**config.mk**
```make
export PLATFORM = sky130hd
export DESIGN_NAME = lbcfg_top
export DESIGN_NICKNAME = d
export VERILOG_FILES = /design/src/logic/lbcfg_pkg.sv /design/src/logic/lbcfg_top.sv
export SDC_FILE = /design/constraint.sdc
export NUM_CORES = 1
export LEC_CHECK = 0
export ABC_AREA = 1
export BUFFER_PORTS_ARGS = -buffer_cell sky130_fd_sc_hd__buf_4
export CAP_MARGIN = 10
export CORE_MARGIN = 4
export CORE_UTILIZATION = 47
export DETAILED_ROUTE_END_ITERATION = 6
export HOLD_SLACK_MARGIN = 0.03
export MAX_ROUTING_LAYER = met4
export PLACE_DENSITY = 0.77
export SLEW_MARGIN = 20
export SYNTH_ARGS = -nofsm -noshare
export SYNTH_HDL_FRONTEND = slang
export SYNTH_SLANG_ARGS = --single-unit
```
**constraint.sdc**
```tcl
create_clock -name clk_in -period 1.4 [get_ports clk_in]
set_input_delay 0.21 -clock clk_in [delete_from_list [all_inputs] [get_ports clk_in]]
set_output_delay 0.21 -clock clk_in [all_outputs]
set_load 0.005 [all_outputs]
```
**src/logic/lbcfg_pkg.sv**
```systemverilog
// package: register map, field layout, reset values and types of lane/ddc_gain_config
package lbcfg_pkg;
  // printed offsets are not multiples of four: they are indices, byte = 4*idx
  localparam logic [11:0] IDX_EXTRA_LANE = 12'h20b;
  localparam logic [11:0] IDX_SYNC_HDR = 12'h20f;
  localparam logic [11:0] IDX_DDC_GAIN = 12'h210;
  localparam logic [11:0] IDX_THR_I = 12'h211;
  localparam logic [11:0] IDX_THR_Q = 12'h212;
  localparam logic [11:0] IDX_IRQ_STATUS = 12'h300;
  localparam logic [11:0] IDX_IRQ_ENABLE = 12'h301;
  localparam logic [11:0] IDX_IRQ_CLEAR = 12'h302;
  localparam logic [11:0] IDX_LANE_STATUS = 12'h303;
  localparam logic [7:0] RST_EXTRA_LANE = 8'h00;
  localparam logic [7:0] RST_SYNC_HDR = 8'h00;
  localparam logic [7:0] RST_DDC_GAIN = 8'h00;
  localparam logic [7:0] RST_THR_I = 8'hf2;
  localparam logic [7:0] RST_THR_Q = 8'hab;
  localparam int SER_ON_BIT = 0;
  localparam int LANE_LSB = 1;
  localparam int LANE_MSB = 7;
  localparam int GAIN_BIT = 0;
  localparam int SH_LSB = 0;
  localparam int SH_MSB = 1;
  localparam logic [1:0] SH_CRC12 = 2'h0;
  localparam logic [1:0] SH_FEC = 2'h2;
  localparam logic [2:0] TP_NONE = 3'h0;
  localparam logic [2:0] TP_RAMP = 3'h4;
  localparam logic [2:0] TP_ALT = 3'h5;
  // irq status bit positions
  localparam int EV_OVR_I = 0;
  localparam int EV_OVR_Q = 1;
  localparam int EV_CFG_LIVE = 2;
  localparam int IRQ_W = 3;

  typedef enum logic [1:0] {
    LBCFG_SYNC_CRC12 = 2'h1,
    LBCFG_SYNC_FEC = 2'h2
  } lbcfg_sync_t;

  typedef struct packed {
    logic [7:0] lane_clk_on;
    logic [7:0] ser_clk_on;
    logic [7:0] ramp_force;
  } lbcfg_lane_t;
endpackage : lbcfg_pkg

```
**src/logic/lbcfg_top.sv**
```systemverilog
// top: apb register slice, extra-lane control, sync mode, ddc gain, over-range
`timescale 1ns/1ps
//
// Contract
// - bits 7:1 enable link-b lane clocks
// - extra enable honoured despite link format
// - ser bit 0: clocks only, serializers off
// - ser bit 1: serializers and clocks on
// - extra lanes follow format and test pattern
// - extra-only lane ramps when pattern 0/5
// - channel powerdown keeps extra lanes off
// - serializer n clocked only if lower enabled
// - sync field: 0 crc12, 2 fec
// - sync select applies only in 64b/66b
// - no command channel, fields sent zero
// - gain bit doubles ddc filter output
// - i sample flag at threshold i
// - level is threshold over 256 fullscale
// - q sample flag at threshold q
module lbcfg_top #(
  parameter int SAMPLE_W = 16,
  parameter int LANES = 8
) (
  input wire logic clk_in,
  input wire logic reset_n_in,
  input wire logic psel_in,
  input wire logic penable_in,
  input wire logic pwrite_in,
  input wire logic [13:0] paddr_in,
  input wire logic [31:0] pwdata_in,
  input wire logic [3:0] pstrb_in,
  output logic [31:0] prdata_out,
  output logic pready_out,
  output logic pslverr_out,
  input wire logic link_enable_in,
  input wire logic link_format_is_66b_in,
  input wire logic [LANES-1:0] link_format_lanes_in,
  input wire logic [2:0] link_test_pattern_select_in,
  input wire logic channel_powerdown_in,
  input wire logic sample_valid_in,
  input wire logic signed [SAMPLE_W-1:0] ddc_i_in,
  input wire logic signed [SAMPLE_W-1:0] ddc_q_in,
  output logic [LANES-1:0] lane_clk_on_out,
  output logic [LANES-1:0] serializer_clk_on_out,
  output logic [LANES-1:0] lane_ramp_force_out,
  output logic [2:0] lane_test_pattern_out,
  output logic sync_hdr_apply_out,
  output logic [1:0] sync_hdr_mode_out,
  output logic [7:0] sync_cmd_field_out,
  output logic signed [SAMPLE_W:0] ddc_i_out,
  output logic signed [SAMPLE_W:0] ddc_q_out,
  output logic ddc_ctrl_bit0_out,
  output logic ddc_ctrl_bit1_out,
  output logic ddc_valid_out,
  output logic irq_out
);
  logic [7:0] extra_lane_ff;
  logic [7:0] sync_hdr_ff;
  logic [7:0] ddc_gain_ff;
  logic [7:0] thr_i_ff;
  logic [7:0] thr_q_ff;
  logic [lbcfg_pkg::IRQ_W-1:0] irq_stat_ff;
  logic [lbcfg_pkg::IRQ_W-1:0] irq_en_ff;
  logic [31:0] prdata_ff;
  logic pslverr_ff;
  lbcfg_pkg::lbcfg_lane_t lane_ff;
  lbcfg_pkg::lbcfg_lane_t nxt_lane;
  logic [1:0] sync_mode_ff;
  logic sync_apply_ff;
  logic [2:0] tp_ff;
  logic signed [SAMPLE_W:0] i_ff;
  logic signed [SAMPLE_W:0] q_ff;
  logic ovr_i_ff;
  logic ovr_q_ff;
  logic valid_ff;

  logic [11:0] idx;
  logic wr_acc;
  logic rd_acc;
  logic addr_hit;
  logic cfg_hit;
  logic [31:0] nxt_rdata;
  localparam int IRQ_W_L = lbcfg_pkg::IRQ_W;
  logic [IRQ_W_L-1:0] irq_set;
  logic [IRQ_W_L-1:0] irq_clr;
  logic nxt_ovr_i;
  logic nxt_ovr_q;

  // zero-wait slave: every access completes in its first access cycle
  assign idx = paddr_in[13:2];
  assign wr_acc = psel_in & penable_in & pwrite_in;
  assign rd_acc = psel_in & penable_in & ~pwrite_in;
  assign pready_out = 1'b1;
  assign prdata_out = prdata_ff;
  assign pslverr_out = pslverr_ff;

  always_comb begin
    addr_hit = 1'b1;
    nxt_rdata = 32'h0000_0000;
    case (idx)
      lbcfg_pkg::IDX_EXTRA_LANE: nxt_rdata = {24'h000000, extra_lane_ff};
      lbcfg_pkg::IDX_SYNC_HDR: nxt_rdata = {24'h000000, sync_hdr_ff};
      lbcfg_pkg::IDX_DDC_GAIN: nxt_rdata = {24'h000000, ddc_gain_ff};
      lbcfg_pkg::IDX_THR_I: nxt_rdata = {24'h000000, thr_i_ff};
      lbcfg_pkg::IDX_THR_Q: nxt_rdata = {24'h000000, thr_q_ff};
      lbcfg_pkg::IDX_IRQ_STATUS: nxt_rdata = {29'h0, irq_stat_ff};
      lbcfg_pkg::IDX_IRQ_ENABLE: nxt_rdata = {29'h0, irq_en_ff};
      lbcfg_pkg::IDX_IRQ_CLEAR: nxt_rdata = 32'h0000_0000;
      lbcfg_pkg::IDX_LANE_STATUS:
        nxt_rdata = {8'h00, lane_ff.ramp_force, lane_ff.ser_clk_on,
                     lane_ff.lane_clk_on};
      default: addr_hit = 1'b0;
    endcase
  end

  // read data is registered, so a read returns one cycle after setup
  always_ff @(posedge clk_in or negedge reset_n_in) begin
    if (!reset_n_in) begin
      prdata_ff <= 32'h0000_0000;
      pslverr_ff <= 1'b0;
    end else begin
      if (psel_in & ~penable_in) begin
        prdata_ff <= pwrite_in ? 32'h0000_0000 : nxt_rdata;
        pslverr_ff <= ~addr_hit;
      end else if (~psel_in) begin
        pslverr_ff <= 1'b0;
      end
    end
  end

  assign cfg_hit = wr_acc & addr_hit & pstrb_in[0];

  // config writes; the lane and sync fields are not locked while the link
  // runs, software must hold link enable low itself
  always_ff @(posedge clk_in or negedge reset_n_in) begin
    if (!reset_n_in) begin
      extra_lane_ff <= lbcfg_pkg::RST_EXTRA_LANE;
      sync_hdr_ff <= lbcfg_pkg::RST_SYNC_HDR;
      ddc_gain_ff <= lbcfg_pkg::RST_DDC_GAIN;
      thr_i_ff <= lbcfg_pkg::RST_THR_I;
      thr_q_ff <= lbcfg_pkg::RST_THR_Q;
      irq_en_ff <= '0;
    end else if (cfg_hit) begin
      case (idx)
        lbcfg_pkg::IDX_EXTRA_LANE: extra_lane_ff <= pwdata_in[7:0];
        lbcfg_pkg::IDX_SYNC_HDR: sync_hdr_ff <= pwdata_in[7:0];
        lbcfg_pkg::IDX_DDC_GAIN: ddc_gain_ff <= pwdata_in[7:0];
        lbcfg_pkg::IDX_THR_I: thr_i_ff <= pwdata_in[7:0];
        lbcfg_pkg::IDX_THR_Q: thr_q_ff <= pwdata_in[7:0];
        lbcfg_pkg::IDX_IRQ_ENABLE: irq_en_ff <= pwdata_in[IRQ_W_L-1:0];
        default: ;
      endcase
    end
  end

  // lane control: mask adds lanes beyond the format, serializer chain gated
  always_comb begin
    logic [LANES-1:0] want;
    logic [LANES-1:0] extra;
    logic chain;
    want = '0;
    extra = '0;
    chain = 1'b1;
    nxt_lane = '0;
    for (int n = 0; n < LANES; n++) begin
      extra[n] = (n >= lbcfg_pkg::LANE_LSB && n <= lbcfg_pkg::LANE_MSB) ?
                 extra_lane_ff[n] : 1'b0;
      want[n] = link_format_lanes_in[n] | extra[n];
    end
    if (!channel_powerdown_in) begin
      for (int n = 0; n < LANES; n++) begin
        nxt_lane.lane_clk_on[n] = want[n];
        // format lanes serialize while the chain holds; extra ones also need ser bit
        chain = chain & want[n];
        nxt_lane.ser_clk_on[n] = chain & (link_format_lanes_in[n] |
          extra_lane_ff[lbcfg_pkg::SER_ON_BIT]);
        nxt_lane.ramp_force[n] = extra[n] & ~link_format_lanes_in[n] &
          ((link_test_pattern_select_in == lbcfg_pkg::TP_NONE) |
           (link_test_pattern_select_in == lbcfg_pkg::TP_ALT));
      end
    end
  end

  // ser chain: once a lower lane is off every higher serializer is cut
  always_ff @(posedge clk_in or negedge reset_n_in) begin
    if (!reset_n_in) begin
      lane_ff <= '0;
      tp_ff <= lbcfg_pkg::TP_NONE;
    end else begin
      lane_ff <= nxt_lane;
      tp_ff <= link_test_pattern_select_in;
    end
  end

  // sync header mode only meaningful on a 64b/66b format
  always_ff @(posedge clk_in or negedge reset_n_in) begin
    if (!reset_n_in) begin
      sync_mode_ff <= lbcfg_pkg::SH_CRC12;
      sync_apply_ff <= 1'b0;
    end else begin
      sync_mode_ff <= sync_hdr_ff[lbcfg_pkg::SH_MSB:lbcfg_pkg::SH_LSB];
      sync_apply_ff <= link_format_is_66b_in & link_enable_in &
        ((sync_hdr_ff[lbcfg_pkg::SH_MSB:lbcfg_pkg::SH_LSB] ==
          lbcfg_pkg::SH_CRC12) |
         (sync_hdr_ff[lbcfg_pkg::SH_MSB:lbcfg_pkg::SH_LSB] ==
          lbcfg_pkg::SH_FEC));
    end
  end

  // magnitude top bits; threshold/256 of full scale sets the level
  function automatic logic [7:0] mag_top(input logic signed [SAMPLE_W-1:0] s);
    logic [SAMPLE_W-1:0] m;
    m = s[SAMPLE_W-1] ? SAMPLE_W'(-s) : SAMPLE_W'(s);
    // most negative code saturates instead of wrapping to zero
    if (m[SAMPLE_W-1]) begin
      m = {1'b0, {(SAMPLE_W-1){1'b1}}};
    end
    mag_top = m[SAMPLE_W-2 -: 8];
  endfunction : mag_top

  assign nxt_ovr_i = sample_valid_in &
    (mag_top(ddc_i_in) >= thr_i_ff);
  assign nxt_ovr_q = sample_valid_in &
    (mag_top(ddc_q_in) >= thr_q_ff);

  // gain applied on a one-bit-wider output, so doubling never wraps here
  always_ff @(posedge clk_in or negedge reset_n_in) begin
    if (!reset_n_in) begin
      i_ff <= '0;
      q_ff <= '0;
      ovr_i_ff <= 1'b0;
      ovr_q_ff <= 1'b0;
      valid_ff <= 1'b0;
    end else begin
      valid_ff <= sample_valid_in;
      ovr_i_ff <= nxt_ovr_i;
      ovr_q_ff <= nxt_ovr_q;
      if (ddc_gain_ff[lbcfg_pkg::GAIN_BIT]) begin
        i_ff <= {ddc_i_in, 1'b0};
        q_ff <= {ddc_q_in, 1'b0};
      end else begin
        i_ff <= {ddc_i_in[SAMPLE_W-1], ddc_i_in};
        q_ff <= {ddc_q_in[SAMPLE_W-1], ddc_q_in};
      end
    end
  end

  // interrupts: set beats clear in the same cycle
  assign irq_set = {link_enable_in & cfg_hit &
                    ((idx == lbcfg_pkg::IDX_EXTRA_LANE) |
                     (idx == lbcfg_pkg::IDX_SYNC_HDR)),
                    nxt_ovr_q, nxt_ovr_i};
  assign irq_clr = (cfg_hit && idx == lbcfg_pkg::IDX_IRQ_CLEAR) ?
                   pwdata_in[IRQ_W_L-1:0] : '0;

  always_ff @(posedge clk_in or negedge reset_n_in) begin
    if (!reset_n_in) begin
      irq_stat_ff <= '0;
    end else begin
      irq_stat_ff <= (irq_stat_ff & ~irq_clr) | irq_set;
    end
  end

  assign irq_out = |(irq_stat_ff & irq_en_ff);
  assign lane_clk_on_out = lane_ff.lane_clk_on;
  assign serializer_clk_on_out = lane_ff.ser_clk_on;
  assign lane_ramp_force_out = lane_ff.ramp_force;
  // forced lanes use the ramp; the downstream mux picks per lane
  assign lane_test_pattern_out = tp_ff;
  assign sync_hdr_apply_out = sync_apply_ff;
  assign sync_hdr_mode_out = sync_mode_ff;
  assign sync_cmd_field_out = 8'h00;
  assign ddc_i_out = i_ff;
  assign ddc_q_out = q_ff;
  assign ddc_ctrl_bit0_out = ovr_i_ff;
  assign ddc_ctrl_bit1_out = ovr_q_ff;
  assign ddc_valid_out = valid_ff;
endmodule : lbcfg_top

```
==> impl_metrics.tcl <==
set metrics [dict create \
    outcome "finished with violations" \
    violations "negative setup slack" \
    slew_violations 0 \
    crit_top_cell "nand2_1" \
    final_common_cell "buf_4" \
    clock_skew_ns 0.00804 \
    core_area_mm2 0.0148 \
    grt-ovfl-total 0 \
    finalWorstSetupSlack_ns -0.326 \
    rr_startpoint "thr_i_ff[7]" \
    crit_path_end_kind "register" \
    p_comb_share_pct 13.4 \
    power_frac_seq_pct 42.2 \
    final_cells 1342 \
    min_period_ns 1.73 \
    clock-sinks 136 \
    wl_um 22700 \
    fin_crit_sh_pct 123 \
    drv_cap 0 \
    path_cells "buf_4, nor3_4, nand4_1, nor2_1, nor2_1, nand2_1, nand3_2, ha_4, a21oi_2, o21ai_1, nand2_1, o2111ai_1, nand2_1, nand2_1" \
    p_switching_mw 2.56 \
    first_pass_iters 6 \
    cts_root_buf "clkbuf_16" \
    antenna_found_initial 0 \
    synth_edf_count 0 \
    synth_area_mm2 0.00719 \
    dp.cells 1276 \
    syn_area_per_cell_um2 8.45 \
    insertion_delay_ns 0.43 \
    start_util_pct 48.7 \
    die_width_um 132 \
    crit_path_start_kind "primary input" \
    grt_pass1_wl_um 34700 \
    slowest_stage "ha_4" \
    fmax_mhz 579 \
    drtAntennaViolNets 0 \
    dieArea_mm2 0.0173 \
    worstHoldStart "link_format_lanes_in[1]" \
    power_density_mw_per_mm2 900 \
    hold_violations 0 \
    cellLeakagePower_nw 5.39 \
    criticalPathCategory "in2reg" \
    placed_cell_area_mm2 0.00934 \
    path_delay_family "simple AND/OR/NAND/NOR gates" \
    cp-startpoint "ddc_i_in[2]" \
    netlist_instances 851 \
    yosys_most_used_dff "dfrtp_1" \
    finalSetupTns_ns -1.25 \
    grt_max_degree 63 \
    clockBufferDepth 2 \
    io_buffers 163 \
    slowest_delay_ns 0.26 \
    clkPwrFrac_pct 44.5 \
    nFillCells 1002 \
    drive_above_1_share_pct 39.6 \
    sw_frac_of_total_pct 26.7 \
    io_pins 212 \
    mostFrequentLayoutCells "buf_4 (264), nand2_1 (213), dfrtp_1 (126), inv_1 (80), nor2_1 (60)" \
    ys_seq_area_share_pct 47.5 \
    path_max_fanout 3 \
    drc 0 \
    wl_per_cell_um 16.9 \
    worst_pin_slew_ns 0.625 \
    relSlewSlack_pct 58.1 \
    hold_ws_ns 0.0424 \
    power.internal_mw 7.03 \
    drt_iter0_drc 539 \
    area_delta_synth_final_pct 48.2 \
    vias_per_cell 5.30 \
    cts_inserted_buffers 17 \
    synth_cell_types 44 \
    setup_viol 4 \
    path_buf_inv 1 \
    cts-htree-levels 4 \
    gp_congestion 0.932 \
    finalNetCount 1263 \
    ys_async_sr_fraction_pct 100 \
    rsz0062_at_grt "yes" \
    required_ns 1.71 \
    post-place-ws_ns -0.713 \
    cts.reportedPaths.clkPinSlew_ns 0.06 \
    min_path_type "in2reg" \
    antenna_cells 0 \
    yosysWarnings 0 \
    ir_drop_mv 1.02 \
    gr-usage-all-layers_pct 25.4 \
    synth-seq-cells 136 \
    dieHeight_um 132 \
    via_count 7109 \
    worstPathArrival_ns 2.03 \
    fp-row-count 44 \
    dpl.hpwl_um 15400 \
    stdcell_area_mm2 0.0107 \
    grt_pass1_vias 6856 \
    cts_tree "done" \
]
Yosys cell counts, types with 2 or more instances:
library cell | count | area share [%]
nor3_2 | 2 | 0.28
o2111ai_1 | 2 | 0.24
nor2_4 | 8 | 1.3
dfrtp_1 | 126 | 44
buf_6 | 4 | 0.63
nand2_2 | 6 | 0.52
a21oi_1 | 22 | 1.5
nor2_1 | 72 | 3.8
nand3_1 | 36 | 2.5
nand4_1 | 56 | 4.9
buf_12 | 4 | 1.1
conb_1 | 2 | 0.10
clkbuf_1 | 13 | 0.68
nor4_1 | 9 | 0.78
nor3b_1 | 2 | 0.21
o21ai_2 | 8 | 0.97
nand3_4 | 5 | 1.2
buf_8 | 2 | 0.42
buf_2 | 2 | 0.14
inv_2 | 9 | 0.47
nor3_1 | 5 | 0.35
clkbuf_8 | 3 | 0.57
nand2_1 | 224 | 12
o21ai_1 | 2 | 0.14
nor2_2 | 4 | 0.35
a21boi_0 | 2 | 0.21
nand3_2 | 3 | 0.42
mux2_2 | 3 | 0.47
buf_4 | 22 | 2.3
o211ai_1 | 2 | 0.21
ha_1 | 16 | 2.8
dfstp_2 | 10 | 3.7
o21ai_0 | 50 | 3.5
inv_1 | 91 | 4.8
a32o_1 | 15 | 2.1
path summary, 6_finish.rpt:
| path | depth (start not counted) | endpoint | slack, ns |
|---|---|---|---|
| max in group asynchronous | 3 | thr_q_ff[3] | 0.57 |
| setup / recovery | 14 | irq_stat_ff[0] | -0.33 |
| min in group asynchronous | 2 | sync_hdr_mode_out[0] | 0.26 |
| hold reg to reg | 0 | sync_hdr_mode_out[1] | 0.45 |
| hold / removal | 3 | lane_clk_on_out[1] | 0.04 |
| setup reg to reg | 8 | irq_stat_ff[0] | -0.18 |
logic make-up (layout without fill, tap and decap cells):
| kind of cell | after synthesis | count (layout) | synth area share (%) |
|---|---|---|---|
| DFF | 136 | 136 | 47.5 |
| AOI/OAI and AO/OA | 106 | 106 | 9.22 |
| other | 2 | 19 | 0.104 |
| and+or+nand+nor | 435 | 435 | 28.6 |
| muxes | 3 | 3 | 0.470 |
| buffers and inverters | 152 | 442 | 11.2 |
| xor gates and xnor gates | 1 | 1 | 0.122 |
| adders and majority gates | 16 | 16 | 2.78 |
layout make-up:
class                   instances  area [um^2]  share of cell area, %
multi-input cells             580         3480                   32.6
flip-flops and latches        136         3420                   32.1
repair buffers                309         2570                   24.1
clock buffers                  19          453                   4.25
inverters                     101          402                   3.77
well taps                     184          230                   2.16
clock inverters                13          109                   1.02
worst min-delay path: stages:
cell and delay, ns:
buf_4 0.10, nor2_2 0.05, nor2_1 0.07
sequential cells by signal (all words and copies together), names as in the netlist:
| signal | flops |
|---|---|
| ddc_ctrl_bit1_out | 1 |
| sync_hdr_apply_out | 1 |
| thr_q_ff | 8 |
| ddc_i_out | 17 |
| lane_ramp_force_out | 7 |
| sync_hdr_ff | 8 |
| extra_lane_ff | 8 |
| sync_hdr_mode_out | 2 |
| lane_test_pattern_out | 3 |
| ddc_q_out | 17 |
| ddc_valid_out | 1 |
| lane_clk_on_out | 8 |
| ddc_ctrl_bit0_out | 1 |
| thr_i_ff | 8 |
| serializer_clk_on_out | 8 |
| irq_stat_ff | 3 |
| pslverr_out | 1 |
| prdata_out | 23 |
| ddc_gain_ff | 8 |
| irq_en_ff | 3 |
layer usage:
layer	track usage, %	share of wire, %	vias to the layer above
met5	-	0	-
met2	43.6	52	282
met3	4.59	5.5	64
li1	-	-	3362
met4	7.23	2.9	0
met1	30.7	39	3401
per-stage QoR:
stage	power (mW)	utilization, %
CTS	9.48	69.9
floorplan	4.51	-
finish	9.59	72.2
detailed placement	5.15	63.3
global placement	5.13	63.3
global route	9.88	72.2
power groups by stage:
stage | Sequential [mW] | Combinational (mW) | Clock [mW]
2_1_floorplan | 4.12 | 0.393 | 0
3_3_place_gp | 4.11 | 1.02 | 0
3_5_place_dp | 4.11 | 1.04 | 0
4_1_cts | 4.04 | 1.16 | 4.28
5_1_grt | 4.05 | 1.38 | 4.45
6_report | 4.04 | 1.28 | 4.27
repair_timing:
item | CTS | global route
buffers inserted | 6 | 9
hold endpoints to repair | 142 | 2
pin swaps | 39 | 45
gates resized for setup | 44 | 57
cloned | 0 | 0
hold buffers | 18 | 2
setup endpoints to repair | 5 | 9
(Power assumes the default switching activity.)
